===== src/smcr_pkg.sv =====
package smcr_pkg;

  // ****************************************************************
  // Register map
  // ****************************************************************
  // Printed offsets are not all multiples of four, so they are indices.
  localparam logic [7:0] SMCR_IDX_RESET_ID = 8'h00;
  localparam logic [7:0] SMCR_IDX_CONFIG = 8'h01;
  localparam logic [7:0] SMCR_IDX_IRQ_STATUS = 8'h02;
  localparam logic [7:0] SMCR_IDX_PHASE_IRQ = 8'h03;
  localparam logic [7:0] SMCR_IDX_LAST = 8'h03;

  // ****************************************************************
  // Fields
  // ****************************************************************
  localparam int SMCR_SOFT_RESET_BIT = 7;
  localparam int SMCR_FAMILY_LSB = 4;
  localparam int SMCR_PAE_IRQ_EN_BIT = 1;
  localparam int SMCR_PAE_FLAG_BIT = 0;
  // Arbitrary neutral identity values.
  localparam logic [2:0] SMCR_FAMILY_CODE = 3'h5;
  localparam logic [3:0] SMCR_REVISION_CODE = 4'h7;
  localparam logic [7:0] SMCR_CONFIG_RESET = 8'h1f;
  localparam logic [9:0] SMCR_FIXED_POINTER = 10'd522;

  // ****************************************************************
  // Encodings
  // ****************************************************************
  typedef enum logic [1:0] {
    SMCR_RATE_STS1_BYTE = 2'b00,
    SMCR_RATE_STS3C_BYTE = 2'b01,
    SMCR_RATE_STS1_BIT = 2'b10,
    SMCR_RATE_STS12C_BYTE = 2'b11
  } smcr_rate_e;

  typedef enum logic [1:0] {
    SMCR_ST_IDLE = 2'b00,
    SMCR_ST_DATA = 2'b01
  } smcr_state_e;

  typedef enum logic [1:0] {
    SMCR_SRC_OVERHEAD_PROC = 2'b00,
    SMCR_SRC_SERIAL_IN = 2'b01,
    SMCR_SRC_TRACE_BUFFER = 2'b11
  } smcr_src_e;

  // ****************************************************************
  // Carriers
  // ****************************************************************
  typedef struct packed {
    logic rx_section_irq;
    logic rx_line_irq;
    logic rx_path_irq;
    logic rx_cell_irq;
    logic tx_cell_irq;
    logic section_trace_irq;
    logic path_trace_irq;
    logic parallel_io_irq;
    logic z1_change_irq;
    logic bit_error_rate_monitor_irq;
    logic protection_switch_irq;
  } smcr_irq_in_s;

  typedef struct packed {
    smcr_rate_e receive_rate_select;
    smcr_rate_e transmit_rate_select;
    logic fixed_pointer_enable;
    logic [9:0] tx_pointer;
    logic c1_format_select;
    logic c1_numbered;
    smcr_src_e first_c1_src;
    smcr_src_e j1_src;
  } smcr_ctrl_s;

  typedef struct packed {
    smcr_state_e state;
    logic [7:0] idx;
    logic wr;
    logic [7:0] config_r;
    logic soft_reset;
    logic pae_irq_en;
    logic pae_flag;
    logic load_meters;
    logic [7:0] irq_status;
    logic irq;
    logic [31:0] rdata;
    smcr_ctrl_s ctrl;
  } smcr_state_s;

endpackage


===== src/smcr_master_regs.sv =====
`timescale 1ns/1ps
// Operation
// - Register zero write pulses meter load
// - Low four bits return revision code
// - Bits six to four return family
// - Reset bit holds logic until cleared
// - Hardware reset clears it; standby meanwhile
// - Receive rate field, reset eleven
// - Transmit rate field, same encoding
// - Fixed pointer bit pins pointer 522
// - C1 format: programmed value or numbering
// - Section trace needs enable and format
// - Serial transport overhead beats section trace
// - Path trace enable selects J1 source
// - Serial path overhead beats path trace
// - Status bits mirror block interrupt requests
// - Trace bit ORs both trace buffers
// - Bit seven ORs miscellaneous block requests
// - Clearing happens in originating blocks
// - Phase flag set on error, read clears
// - Phase enable gates converter interrupt
module smcr_master_regs (
  input wire logic hclk,
  input wire logic hresetn,
  input wire logic hsel,
  input wire logic [31:0] haddr,
  input wire logic [1:0] htrans,
  input wire logic hwrite,
  input wire logic [2:0] hsize,
  input wire logic [31:0] hwdata,
  input wire logic hready,
  output logic hreadyout,
  output logic hresp,
  output logic [31:0] hrdata,
  input wire smcr_pkg::smcr_irq_in_s irq_in,
  input wire logic phase_align_error,
  input wire logic serial_transport_overhead_enable,
  input wire logic serial_path_overhead_enable,
  input wire logic [9:0] tx_path_pointer,
  output smcr_pkg::smcr_ctrl_s ctrl,
  output logic load_meters,
  output logic soft_reset_n,
  output logic standby,
  output logic irq
);
  import smcr_pkg::*;

  // ****************************************************************
  // State
  // ****************************************************************
  smcr_state_s s_r;
  smcr_state_s s_nxt;
  logic take;
  logic [7:0] rd_byte;
  logic pae_seen;
  logic conv_irq;
  logic phase_read;

  assign take = hsel && hready && htrans[1];

  // ****************************************************************
  // Next state
  // ****************************************************************
  always_comb begin
    s_nxt = s_r;
    s_nxt.load_meters = 1'b0;
    rd_byte = 8'h00;
    phase_read = 1'b0;
    // Requests come from the flopped flag so the status path is one register.
    pae_seen = phase_align_error;
    conv_irq = s_r.pae_flag && s_r.pae_irq_en;
    case (s_r.state)
      SMCR_ST_IDLE: begin
      end
      SMCR_ST_DATA: begin
        if (s_r.wr) begin
          case (s_r.idx)
            SMCR_IDX_RESET_ID: begin
              s_nxt.soft_reset = hwdata[SMCR_SOFT_RESET_BIT];
              s_nxt.load_meters = 1'b1;
            end
            SMCR_IDX_CONFIG: begin
              s_nxt.config_r = hwdata[7:0];
            end
            SMCR_IDX_PHASE_IRQ: begin
              s_nxt.pae_irq_en = hwdata[SMCR_PAE_IRQ_EN_BIT];
            end
            default: begin
            end
          endcase
        end else if (s_r.idx == SMCR_IDX_PHASE_IRQ) begin
          phase_read = 1'b1;
        end
      end
      default: begin
        s_nxt.state = SMCR_ST_IDLE;
      end
    endcase
    // The flag is read from the value captured here, so a read clears it
    // only after the data phase has already shown it. An error in the same
    // cycle as the clearing read wins.
    if (phase_read) begin
      s_nxt.pae_flag = 1'b0;
    end
    if (pae_seen) begin
      s_nxt.pae_flag = 1'b1;
    end
    // While soft reset is held, the configuration, the phase enable and flag
    // and the status byte return to reset values.
    if (s_r.soft_reset) begin
      s_nxt.config_r = SMCR_CONFIG_RESET;
      s_nxt.pae_irq_en = 1'b0;
      s_nxt.pae_flag = 1'b0;
    end
    // Mirror only, no latching here; clearing is done at the source.
    s_nxt.irq_status = {
      irq_in.parallel_io_irq | irq_in.z1_change_irq |
        irq_in.bit_error_rate_monitor_irq | conv_irq |
        irq_in.protection_switch_irq,
      irq_in.section_trace_irq | irq_in.path_trace_irq,
      1'b0,
      irq_in.tx_cell_irq,
      irq_in.rx_cell_irq,
      irq_in.rx_path_irq,
      irq_in.rx_line_irq,
      irq_in.rx_section_irq
    };
    if (s_r.soft_reset) begin
      s_nxt.irq_status = 8'h00;
    end
    s_nxt.irq = |s_nxt.irq_status;
    // Read data for the next data phase is captured at the address phase.
    if (take) begin
      s_nxt.state = SMCR_ST_DATA;
      s_nxt.wr = hwrite;
      s_nxt.idx = (haddr[31:10] == 22'h00_0000) ? haddr[9:2] : 8'hff;
      if (!hwrite) begin
        case (s_nxt.idx)
          SMCR_IDX_RESET_ID: begin
            rd_byte = {s_r.soft_reset, SMCR_FAMILY_CODE,
              SMCR_REVISION_CODE};
          end
          SMCR_IDX_CONFIG: begin
            rd_byte = s_r.config_r;
          end
          SMCR_IDX_IRQ_STATUS: begin
            rd_byte = s_r.irq_status;
          end
          SMCR_IDX_PHASE_IRQ: begin
            rd_byte = {6'h00, s_r.pae_irq_en, s_r.pae_flag | pae_seen};
          end
          default: begin
            rd_byte = 8'h00;
          end
        endcase
      end
      s_nxt.rdata = {24'h00_0000, rd_byte};
    end else if (s_r.state == SMCR_ST_DATA) begin
      s_nxt.state = SMCR_ST_IDLE;
    end
    s_nxt.ctrl.receive_rate_select = smcr_rate_e'(s_nxt.config_r[1:0]);
    s_nxt.ctrl.transmit_rate_select = smcr_rate_e'(s_nxt.config_r[3:2]);
    s_nxt.ctrl.fixed_pointer_enable = s_nxt.config_r[4];
    s_nxt.ctrl.tx_pointer = s_nxt.config_r[4] ? SMCR_FIXED_POINTER :
      tx_path_pointer;
    s_nxt.ctrl.c1_format_select = s_nxt.config_r[5];
    s_nxt.ctrl.c1_numbered = !s_nxt.config_r[5];
    if (serial_transport_overhead_enable) begin
      s_nxt.ctrl.first_c1_src = SMCR_SRC_SERIAL_IN;
    end else if (s_nxt.config_r[6] && s_nxt.config_r[5]) begin
      s_nxt.ctrl.first_c1_src = SMCR_SRC_TRACE_BUFFER;
    end else begin
      s_nxt.ctrl.first_c1_src = SMCR_SRC_OVERHEAD_PROC;
    end
    if (serial_path_overhead_enable) begin
      s_nxt.ctrl.j1_src = SMCR_SRC_SERIAL_IN;
    end else if (s_nxt.config_r[7]) begin
      s_nxt.ctrl.j1_src = SMCR_SRC_TRACE_BUFFER;
    end else begin
      s_nxt.ctrl.j1_src = SMCR_SRC_OVERHEAD_PROC;
    end
  end

  // ****************************************************************
  // Registers
  // ****************************************************************
  always_ff @(posedge hclk or negedge hresetn) begin
    if (!hresetn) begin
      s_r.state <= SMCR_ST_IDLE;
      s_r.idx <= 8'h00;
      s_r.wr <= 1'b0;
      s_r.config_r <= SMCR_CONFIG_RESET;
      s_r.soft_reset <= 1'b0;
      s_r.pae_irq_en <= 1'b0;
      s_r.pae_flag <= 1'b0;
      s_r.load_meters <= 1'b0;
      s_r.irq_status <= 8'h00;
      s_r.irq <= 1'b0;
      s_r.rdata <= 32'h0000_0000;
      s_r.ctrl.receive_rate_select <= SMCR_RATE_STS12C_BYTE;
      s_r.ctrl.transmit_rate_select <= SMCR_RATE_STS12C_BYTE;
      s_r.ctrl.fixed_pointer_enable <= 1'b1;
      s_r.ctrl.tx_pointer <= SMCR_FIXED_POINTER;
      s_r.ctrl.c1_format_select <= 1'b0;
      s_r.ctrl.c1_numbered <= 1'b1;
      s_r.ctrl.first_c1_src <= SMCR_SRC_OVERHEAD_PROC;
      s_r.ctrl.j1_src <= SMCR_SRC_OVERHEAD_PROC;
    end else begin
      s_r <= s_nxt;
    end
  end

  // ****************************************************************
  // Outputs
  // ****************************************************************
  assign hreadyout = 1'b1;
  assign hresp = 1'b0;
  assign hrdata = s_r.rdata;
  assign ctrl = s_r.ctrl;
  assign load_meters = s_r.load_meters;
  assign soft_reset_n = !s_r.soft_reset;
  assign standby = s_r.soft_reset;
  assign irq = s_r.irq;

endmodule


===== config.mk =====
export PLATFORM = sky130hd
export DESIGN_NAME = smcr_master_regs
export DESIGN_NICKNAME = d
export VERILOG_FILES = /design/src/smcr_pkg.sv /design/src/smcr_master_regs.sv
export SDC_FILE = /design/constraint.sdc
export NUM_CORES = 1
export LEC_CHECK = 0
export BUFFER_PORTS_ARGS = -buffer_cell sky130_fd_sc_hd__buf_2
export CORE_AREA = 2 2 82 84
export DETAILED_ROUTE_END_ITERATION = 12
export DIE_AREA = 0 0 84 86
export PLACE_DENSITY = 0.89
export SETUP_SLACK_MARGIN = 0.2
export SYNTH_ARGS = -nofsm -noshare
export SYNTH_HDL_FRONTEND = slang
export SYNTH_SLANG_ARGS = --single-unit

===== constraint.sdc =====
create_clock -name hclk -period 2.1 [get_ports hclk]
set_input_delay 0.315 -clock hclk [delete_from_list [all_inputs] [get_ports hclk]]
set_output_delay 0.315 -clock hclk [all_outputs]
set_load 0.005 [all_outputs]

Word level (Yosys, flattened, before mapping)
Index checks and enable logic that the tools add are counted.
{"block": "word_totals", "register_bits": 61, "word_cells": 76, "inputBits": 98}
{"block": "classes", "n_reduce_logical": 17, "eq_ne": 7, "bitwise": 6, "mux": 27}
{"operator": "two-way mux 8 bit", "n": 5}
{"operator": "case mux 8 bit (4 select lines)", "n": 1}
{"operator": "two-way mux 10 bit", "n": 3}
{"operator": "== test 8 x 2 -> 1 bit (second input constant)", "n": 3}
{"operator": "logical NOT 22 bit", "n": 1}
{"operator": "== test 8 x 1 -> 1 bit (second input constant)", "n": 2}
{"operator": "logical NOT 8 bit", "n": 2}
{"operator": "two-way mux 2 bit", "n": 8}
{"operator": "two-way mux 1 bit", "n": 10}
{"operator": "OR reduction 8 bit", "n": 1}
{"operator": "bitwise OR 1 bit", "n": 6}
{"operator": "AND reduction 3 bit", "n": 2}
{"operator": "nonzero test 2 bit", "n": 3}
{"operator": "logical AND 1 bit", "n": 4}
{"operator": "inequality test 3 bit (second input constant)", "n": 1}
{"operator": "nonzero test 3 bit", "n": 1}
{"operator": "== test 2 x 1 -> 1 bit (second input constant)", "n": 1}
{"operator": "logical NOT 1 bit", "n": 2}
{"operator": "logical NOT 2 bit", "n": 1}

Longest topological paths before layout
Gate-level depths: netlist of run 1.
{"block": "logic_depth", "ltp_word": 8, "mapped_depth": 6, "mapped_depth_nobuf": 4}

Least setup slack after synthesis of run 1
No wires, ideal clock.
{"block": "synth_path", "path_type": "register -> register", "start": "register s_r[79] in the netlist's numbering", "end": "register, netlist name ctrl[7]", "required_ps": 2012, "arrival_time_ps": 1711, "setup_slack_ps": 301, "synth_period_minus_slack_ps": 1799, "path_stages_with_launch": 7, "path_cell_list": "dfrtp_1 nor4b_4 nand3_2 buf_6 mux2_4 buf_6 or3_1"}
{"element": "start: declaration", "line_no": "smcr_master_regs.sv:51", "text": "smcr_state_s s_r;"}
{"element": "start signal: assignment", "line_no": "smcr_master_regs.sv:209", "text": "s_r <= s_nxt;"}

Worst setup path in the final report of run 1
{"block": "layout_path", "start": "register s_r[79] in the netlist's numbering", "end": "register s_r, in the netlist standby"}
{"block": "layout_between", "elab_chain_len": 2}
{"element": "logical NOT 8 bit", "line_no": "smcr_master_regs.sv:77", "text": "case (s_r.idx)"}
{"element": "AND reduction 3 bit (no source line)"}
No other way between the ends.
A chain may end at the register's enable or synchronous reset.

==> results of run 1 <==
-- power breakdown --
| part | leakage, nW | switching, W | internal, W | total [W] |
|---|---|---|---|---|
| clock network | 0.0574 | 0.000321 | 0.000387 | 0.000708 |
| registers | 0.612 | 0.0000216 | 0.00107 | 0.00109 |
| logic | 0.898 | 0.000124 | 0.000115 | 0.000239 |
-- metal layers --
metal,track usage [%],up-vias
li1,-,962
met1,18.90,928
met2,25.53,87
met3,3.850,16
met4,7.038,0
met5,0,-
-- metrics by stage --
stage	instances	area (µm²)
after floorplan	296	2804
after global placement	412	2974
final	421	3104
after detailed placement	412	2974
after CTS	421	3104
after global routing	421	3104
-- worst max-delay path, stage by stage, from the launching register on --
cell,delay [ns]
dfrtp_1,0.41
nor4b_4,0.38
nand3_1,0.11
nor3_1,0.38
mux2_2,0.38
-- logic make-up after synthesis --
family,after synthesis,synth area share [%]
other,2,0.2767
DFF,53,49.29
buffers and inverters,73,18.53
and+or+nand+nor,102,20.84
muxes,13,5.071
AOI/OAI and AO/OA,29,5.993
-- state kept, by name (all words and copies together) (netlist names) --
name,flops
ctrl,17
irq,1
hrdata,8
standby,1
s_r,25
load_meters,1
-- layout make-up --
cell class                 instances  area [µm²]
clock buffer                       6       82.58
clock inverter                     2       37.54
fill                             598        3173
inverter                           7       26.28
multi-input combinational        170       963.4
sequential                        53        1338
tap                               77       96.34
timing repair buffer             106       560.5
-- timing repair --
action,CTS,global route
hold buffers,1,0
resized for setup,0,0
buffers inserted,0,0
endpoints found under the hold margin,24,0
-- final timing paths --
path                                              from         to
setup / recovery                               s_r[79]    standby
hold / removal             serial_path_overhead_enable    ctrl[1]
setup reg to reg                               s_r[79]    standby
hold reg to reg                              hrdata[0]  hrdata[0]
max in group asynchronous                      hresetn   ctrl[19]
min in group asynchronous                      hresetn    s_r[61]
-- cells in the mapped netlist, types with 4 or more instances --
cell type / count
nor2_1: 27
clkbuf_1: 7
inv_1: 7
a21oi_1: 15
dfstp_2: 9
dfrtp_1: 44
nor3_1: 6
mux2i_1: 10
nor2b_1: 9
nor3b_1: 8
nor4_1: 6
buf_4: 55
o21ai_0: 8
nand2b_1: 4
nand2_1: 21
nand3_1: 6
==> impl_metrics.env, run 1 <==
export IMPL_ys_seq_area_share_pct=49.29
export IMPL_min_path_type="in2reg"
export IMPL_yosys_warnings=0
export IMPL_drc=0
export IMPL_cts_made_buffers=5
export IMPL_synthArstFlopShare_pct=100.0
export IMPL_utilization_pct=49.45
export IMPL_clock_sinks=53
export IMPL_synth_top_cell_by_area="dfrtp_1"
export IMPL_place_congestion=0.8858
export IMPL_wire_per_inst_um=13.29
export IMPL_fin_hold_ws_ns=0.1599
export IMPL_routed_top_layer="met4"
export IMPL_clockBufferDepth=2
export IMPL_fin_ws_ns=0.3309
export IMPL_p_per_area_mw_per_mm2=657.8
export IMPL_syn_area_per_cell_um2=9.977
export IMPL_initial_core_util_pct=43.23
export IMPL_synth_top_area_share_pct=40.57
export IMPL_routed_wl_mm=5.597
export IMPL_dp_slack_ns=0.2216
export IMPL_final_common_cell="buf_2"
export IMPL_ir_drop_mv=0.3941
export IMPL_area_growth_pct=14.38
export IMPL_hold_depth=2
export IMPL_port_buffers=100
export IMPL_insertion_delay_ns=0.31
export IMPL_viasPerCell=4.734
export IMPL_cts_root_buf="clkbuf_8"
export IMPL_reg2reg_depth=4
export IMPL_synth_top_flop_cell="dfrtp_1"
export IMPL_drt_iter0_drc=156
export IMPL_die_h_um=86
export IMPL_wl_met2_mm=2.809
export IMPL_netlist_area_mm2=0.002714
export IMPL_critical_path_startpoint_type="flip-flop"
export IMPL_placementRows=29
export IMPL_fp_dieArea_mm2=0.007224
export IMPL_hold_viol=0
export IMPL_synth_edf_count=0
export IMPL_finalSetupTns_ns=0
export IMPL_endpoint_kind="flip-flop"
export IMPL_fmax_mhz=565.3
export IMPL_cts_max_level=2
export IMPL_period_minus_slack_ns=1.769
export IMPL_layout_drive_gt1_share_pct=39.24
export IMPL_die_w_um=84
export IMPL_vias=1993
export IMPL_postRouteAntennaNets=0
export IMPL_power_w=0.002042
export IMPL_slew_viol_final=0
export IMPL_rsz0062_at_grt="no"
export IMPL_synth_cell_types=32
export IMPL_tritoncts="yes"
export IMPL_status="finished clean"
export IMPL_core_area_mm2=0.006277
export IMPL_critPathRequiredTime_ns=2.30
export IMPL_wl_met3_um=377
export IMPL_grt_pass1_wl_mm=8.880
export IMPL_crit_arrival_ns=1.97
export IMPL_path_class="reg2reg"
export IMPL_layout_common_cells="buf_2 (100), dfrtp_1 (44), nor2_1 (27), conb_1 (26), nand2_1 (21)"
export IMPL_min_period_over_period_pct=84.24
export IMPL_antenna_cells=0
export IMPL_dp_hpwl_mm=4.327
export IMPL_fin_skew_ns=0.006608
export IMPL_crit_fanout=4
export IMPL_m1WireLength_mm=2.265
export IMPL_grt_overflow=0
export IMPL_grt_pass1_vias=1914
export IMPL_final_net_count=441
export IMPL_syn_instance_count=272
export IMPL_maxCapViolCount=0
export IMPL_r2r_slack_ns=0.33
export IMPL_p_leak_nw=1.567
export IMPL_antenna_found_initial=0
export IMPL_ys_ff_latch=53
export IMPL_dr_pass1_iters=5
export IMPL_ioPinCount=157
export IMPL_grt_max_degree=54
export IMPL_finalSetupViolations=0
export IMPL_ys_top_cells_by_area="dfrtp_1 (41%), buf_4 (15%), dfstp_2 (8.7%), nor2_1 (3.7%), mux2i_1 (3.7%)"
export IMPL_clk_pin_slew_ns=0.09
export IMPL_grt_use_total_pct=15.34
Note: power is estimated with default switching activity, not from simulation.
==> run 2: changes to the inputs <==
--- a/config.mk
+++ b/config.mk
@@ -6,10 +6,10 @@
 export NUM_CORES = 1
 export LEC_CHECK = 0
 export BUFFER_PORTS_ARGS = -buffer_cell sky130_fd_sc_hd__buf_2
-export CORE_AREA = 2 2 82 84
+export CORE_AREA = 2 2 86 88
 export DETAILED_ROUTE_END_ITERATION = 12
-export DIE_AREA = 0 0 84 86
-export PLACE_DENSITY = 0.89
+export DIE_AREA = 0 0 88 90
+export PLACE_DENSITY = 0.85
 export SETUP_SLACK_MARGIN = 0.2
 export SYNTH_ARGS = -nofsm -noshare
 export SYNTH_HDL_FRONTEND = slang
==> constraint.sdc (replaced) <==
create_clock -name hclk -period 1.6 [get_ports hclk]
set_input_delay 0.24 -clock hclk [delete_from_list [all_inputs] [get_ports hclk]]
set_output_delay 0.24 -clock hclk [all_outputs]
set_load 0.005 [all_outputs]
==> run 2 against run 1 <==
Compared with the run above: the run now ends with negative setup slack left; fmax rose by 4.8%; core utilization fell by 2.0 points; first-iteration DRC count down 37%; flip-flop and latch count unchanged; power increased by 24%; worst hold slack got worse by 0.069 ns; critical endpoint is now ctrl[13]; highest routed layer unchanged.
==> impl_metrics.env, run 2 (synthesis gave the netlist of run 1 again) <==
export IMPL_status="finished with violations"
export IMPL_violations="negative setup slack"
export IMPL_cts_made_buffers=5
export IMPL_insertion_delay_ns=0.30
export IMPL_endpoint_kind="flip-flop"
export IMPL_crit_arrival_ns=1.90
export IMPL_n_fill_cell=637
export IMPL_cts_max_level=2
export IMPL_drt_iter0_drc=99
export IMPL_dp_hpwl_mm=4.573
export IMPL_path_class="reg2reg"
export IMPL_final_net_count=457
export IMPL_clockBufferDepth=2
export IMPL_slew_viol_final=0
export IMPL_top_register="s_r"
export IMPL_placementRows=31
export IMPL_p_per_area_mw_per_mm2=763.0
export IMPL_grt_max_degree=23
export IMPL_grt_pass1_vias=1968
export IMPL_clk_pin_slew_ns=0.08
export IMPL_largest_reg_flops=25
export IMPL_initial_core_util_pct=38.66
export IMPL_period_minus_slack_ns=1.688
export IMPL_layout_drive_gt1_share_pct=45.56
export IMPL_viasPerCell=4.512
export IMPL_vias=2071
export IMPL_cts_root_buf="clkbuf_8"
export IMPL_die_h_um=90
export IMPL_ioPinCount=157
export IMPL_wire_per_inst_um=13.24
export IMPL_critPathRequiredTime_ns=1.82
export IMPL_critical_path_startpoint_type="flip-flop"
export IMPL_p_leak_nw=1.655
export IMPL_power_w=0.002539
export IMPL_ir_drop_mv=0.2954
export IMPL_fin_hold_ws_ns=0.09077
export IMPL_fp_dieArea_mm2=0.007920
export IMPL_grt_use_total_pct=15.08
export IMPL_fin_ws_ns=-0.08844
export IMPL_place_congestion=0.8233
export IMPL_grt_pass1_wl_mm=9.349
export IMPL_port_buffers=100
export IMPL_clock_sinks=53
export IMPL_antenna_cells=0
export IMPL_drc=0
export IMPL_multi_input_area_mm2=0.001069
export IMPL_min_path_type="in2reg"
export IMPL_die_w_um=88
export IMPL_dr_pass1_iters=5
export IMPL_crit_fanout=5
export IMPL_finalSetupViolations=12
export IMPL_tritoncts="yes"
export IMPL_register_area_mm2=0.001338
export IMPL_postRouteAntennaNets=0
export IMPL_fin_skew_ns=0.007478
export IMPL_maxCapViolCount=0
export IMPL_area_growth_pct=22.64
export IMPL_routed_wl_mm=6.079
export IMPL_layout_common_cells="buf_2 (100), dfrtp_1 (44), nor2_1 (27), conb_1 (26), nand2_1 (21)"
export IMPL_antenna_found_initial=0
export IMPL_final_common_cell="buf_2"
export IMPL_core_area_mm2=0.007020
export IMPL_grt_overflow=0
export IMPL_min_period_over_period_pct=105.5
export IMPL_rsz0062_at_grt="yes"
export IMPL_fmax_mhz=592.3
export IMPL_hold_viol=0
[run 2: cell count changes in the layout (fill, tap and decap cells not counted), moves of 3 or more]
cell,previous run,this run
nor4_1,6,3
nor3b_1,8,1
o21ai_1,3,6
buf_6,0,5
nor3b_2,0,7
o21ai_0,8,5
buf_4,4,15
nor4_2,0,3
[run 2: path summary, 6_finish.rpt]
| check | startpoint | depth (start not counted) | slack [ns] | end |
|---|---|---|---|---|
| min in group asynchronous | hresetn | 2 | 0.44 | ctrl[6] |
| max reg2reg | s_r[81] | 5 | -0.09 | ctrl[13] |
| max in group asynchronous | hresetn | 3 | 0.53 | s_r[81] |
| min | serial_path_overhead_enable | 2 | 0.09 | ctrl[1] |
| min reg2reg | hrdata[3] | 2 | 0.48 | hrdata[3] |
| max | s_r[81] | 5 | -0.09 | ctrl[13] |
[run 2: worst max-delay path, cell delays in order (launching register included)]
cell and delay, ns:
dfrtp_1 0.42, nor4b_4 0.34, nand3_2 0.15, buf_4 0.17, mux2_4 0.34, nor3b_2 0.19
[run 2: final cells by class]
| class | count | share of cell area, % |
|---|---|---|
| multi-input combinational | 171 | 32.11 |
| inverter | 7 | 0.8647 |
| timing repair buffer | 121 | 20.41 |
| tap | 99 | 3.722 |
| sequential | 53 | 40.19 |
| clock buffer | 8 | 2.707 |
[run 2: power by group]
group,switching [W],internal (W)
Combinational,0.000178,0.000168
Clock,0.000401,0.000353
Sequential,0.0000296,0.00141
Total,0.000609,0.00193
[run 2: through the flow]
| step | setup TNS (ns) | setup WS, ns | cell area [µm²] | instances | util, % |
|---|---|---|---|---|---|
| after floorplan | -0.9001 | -0.1877 | 2813 | 296 | - |
| after global placement | -0.3902 | -0.08310 | 3079 | 445 | 43.86 |
| after detailed placement | -0.8121 | -0.1142 | 3079 | 445 | 43.86 |
| after CTS | -0.7955 | -0.09170 | 3266 | 458 | 46.52 |
| after global routing | -2.017 | -0.1654 | 3328 | 459 | 47.41 |
| final | -0.6680 | -0.08844 | 3328 | 459 | 47.41 |
[run 2: routing by layer]
metal	vias to the layer above	part of all wire (%)	wire [µm]	track usage, %
li1	995	-	-	-
met1	994	40	2415	19.56
met2	74	53	3220	24.94
met3	8	6.0	362	3.306
met4	0	1.3	80	4.487
met5	-	0	0	0
[run 2: repair_timing]
| item | 4_1_cts | 5_1_grt |
|---|---|---|
| gates cloned | 1 | 0 |
| hold buffers | 1 | 0 |
| setup endpoints to repair | 25 | 30 |
| gates resized for setup | 13 | 11 |
| pin swaps | 6 | 3 |
| endpoints found under the hold margin | 14 | 0 |
| setup buffers | 3 | 1 |
==> run 3: changes to the inputs <==
--- a/config.mk
+++ b/config.mk
@@ -6,10 +6,11 @@
 export NUM_CORES = 1
 export LEC_CHECK = 0
 export BUFFER_PORTS_ARGS = -buffer_cell sky130_fd_sc_hd__buf_2
-export CORE_AREA = 2 2 86 88
+export CORE_AREA = 2 2 82 84
 export DETAILED_ROUTE_END_ITERATION = 12
-export DIE_AREA = 0 0 88 90
-export PLACE_DENSITY = 0.85
+export DIE_AREA = 0 0 84 86
+export PLACE_DENSITY = 0.89
+export REMOVE_ABC_BUFFERS = 1
 export SETUP_SLACK_MARGIN = 0.2
 export SYNTH_ARGS = -nofsm -noshare
 export SYNTH_HDL_FRONTEND = slang
==> constraint.sdc (replaced) <==
create_clock -name hclk -period 1.8 [get_ports hclk]
set_input_delay 0.27 -clock hclk [delete_from_list [all_inputs] [get_ports hclk]]
set_output_delay 0.27 -clock hclk [all_outputs]
set_load 0.005 [all_outputs]
==> run 3 against run 2 <==
Compared with the run above: the run now ends clean; critical path depth shrank 1; count of clock-buffer cells in the layout shrank 3; worst hold slack gained 0.018 ns; clock skew grew 0.0028 ns; highest routed layer unchanged; die area shrank 8.8%.
==> impl_metrics.env, run 3 (synthesis gave the netlist of run 1 again) <==
export IMPL_status="finished clean"
export IMPL_finalSetupTns_ns=0
export IMPL_dp_hpwl_mm=4.547
export IMPL_rsz0062_at_grt="yes"
export IMPL_maxSlewHeadroom_pct=66.15
export IMPL_critical_path_startpoint_type="flip-flop"
export IMPL_critPathBufInv=0
export IMPL_fmax_mhz=574.3
export IMPL_place_congestion=0.7899
export IMPL_layout_common_cells="buf_2 (100), dfrtp_1 (44), nor2_1 (27), conb_1 (26), nand2_1 (21)"
export IMPL_top_register="s_r"
export IMPL_cp_slowest_cell="dfrtp_1"
export IMPL_crit_fanout=6
export IMPL_viasPerCell=4.692
export IMPL_min_path_type="in2reg"
export IMPL_p_leak_nw=1.626
export IMPL_drt_iter0_drc=75
export IMPL_ioPinCount=157
export IMPL_r2r_slack_ns=0.06
export IMPL_whs_endpoint="ctrl[1]"
export IMPL_path_class="reg2reg"
export IMPL_largest_reg_flops=25
export IMPL_wire_per_inst_um=13.76
export IMPL_clk_pin_slew_ns=0.10
export IMPL_reg2reg_depth=4
export IMPL_placementRows=29
export IMPL_insertion_delay_ns=0.31
export IMPL_antenna_cells=0
export IMPL_path_cells="nor4b_4 -> nand3_2 -> mux2_4 -> or3_4"
export IMPL_antenna_found_initial=0
export IMPL_ir_drop_mv=0.4099
export IMPL_initial_core_util_pct=43.23
export IMPL_slew_viol_final=0
export IMPL_clockBufferDepth=2
export IMPL_hold_depth=2
export IMPL_grt_use_total_pct=16.20
export IMPL_fp_dieArea_mm2=0.007224
export IMPL_final_net_count=448
export IMPL_endpoint_kind="flip-flop"
export IMPL_final_common_cell="buf_2"
export IMPL_grt_pass1_wl_mm=9.211
export IMPL_maxCapViolCount=0
export IMPL_postRouteAntennaNets=0
export IMPL_die_h_um=86
export IMPL_vias=2008
export IMPL_drc=0
export IMPL_cts_made_buffers=5
export IMPL_hold_path_startpoint="serial_path_overhead_enable"
export IMPL_grt_pass1_vias=2012
export IMPL_timing_rr_start="s_r[79]"
export IMPL_r2r_end="ctrl[7]"
export IMPL_dr_pass1_iters=4
export IMPL_fin_hold_ws_ns=0.1092
export IMPL_worst_pin_slew_ns=0.5078
export IMPL_tritoncts="yes"
export IMPL_clock_sinks=53
export IMPL_grt_max_degree=25
export IMPL_cts_root_buf="clkbuf_8"
export IMPL_routed_wl_mm=5.889
export IMPL_fin_skew_ns=0.01031
export IMPL_die_w_um=84
export IMPL_grt_overflow=0
export IMPL_layout_drive_gt1_share_pct=43.87
export IMPL_p_per_area_mw_per_mm2=706.2
export IMPL_period_minus_slack_ns=1.741
export IMPL_core_area_mm2=0.006277
export IMPL_max_stage_delay_ns=0.42
export IMPL_port_buffers=100
export IMPL_placed_area_mm2=0.002997
export IMPL_cts_max_level=2
export IMPL_finalSetupViolations=0
export IMPL_critPathRequiredTime_ns=2.03
export IMPL_crit_arrival_ns=1.97
export IMPL_area_growth_pct=18.58
export IMPL_min_period_over_period_pct=96.73
export IMPL_hold_viol=0
export IMPL_critPathTopFamily="simple AND/OR/NAND/NOR gates"
export IMPL_fin_area_mm2=0.003218
-- run 3: changes by cell type in the layout (fill, tap and decap cells not counted), moves of 2 or more --
cell,change
buf_6,-5
nor4_2,-3
buf_4,-5
o21ai_0,+3
nor3_2,-2
o21ai_1,-3
clkinv_4,+2
clkbuf_1,-2
nor4_1,+3
-- run 3: worst max-delay path by stage --
stage | startpoint | endpoint | depth (start not counted)
2_1_floorplan | s_r[79] | ctrl[15] | 4
3_3_place_gp | haddr[14] | hrdata[3] | 4
3_5_place_dp | haddr[14] | hrdata[3] | 4
4_1_cts | s_r[81] | ctrl[7] | 4
5_1_grt | s_r[79] | ctrl[7] | 4
6_report | s_r[79] | ctrl[7] | 4
-- run 3: cell type report --
class	instances	area, µm²
multi-input cells	171	1057
well taps	77	96.34
flip-flops and latches	53	1338
clock inverters	3	26.28
clock buffers	5	68.82
repair buffers	112	605.6
inverters	7	26.28
fillers	587	3059
-- run 3: routing by layer --
layer / global-route usage (%) / part of all wire, % / routed length, µm / up-vias
li1: - / - / - / 975
met1: 18.71 / 38 / 2264 / 918
met2: 29.45 / 52 / 3045 / 108
met3: 4.427 / 8.7 / 513 / 7
met4: 4.839 / 1.1 / 65 / 0
met5: 0 / 0 / 0 / -
-- run 3: stage by stage --
stage	worst slack, ns	cells	power (W)	util [%]
finish	0.05884	428	0.002273	51.27
global route	-0.002040	428	0.002389	51.27
CTS	0.08332	427	0.002300	50.41
detailed placement	-0.04424	415	0.001581	47.74
global placement	0.0001070	415	0.001570	47.74
floorplan	0.001986	230	0.001409	-
-- run 3: what timing repair did --
item | 4_1_cts | 5_1_grt
gates resized for setup | 7 | 10
hold endpoints to repair | 14 | 0
setup endpoints to repair | 16 | 20
pin swaps | 3 | 2
setup buffers | 2 | 1
cloned | 1 | 0
hold buffers | 1 | 0
-- run 3: power breakdown --
group / internal [W] / switching [W] / leakage (nW)
Sequential: 0.00125 / 0.0000290 / 0.612
Clock: 0.000284 / 0.000401 / 0.0487
Combinational: 0.000154 / 0.000152 / 0.964
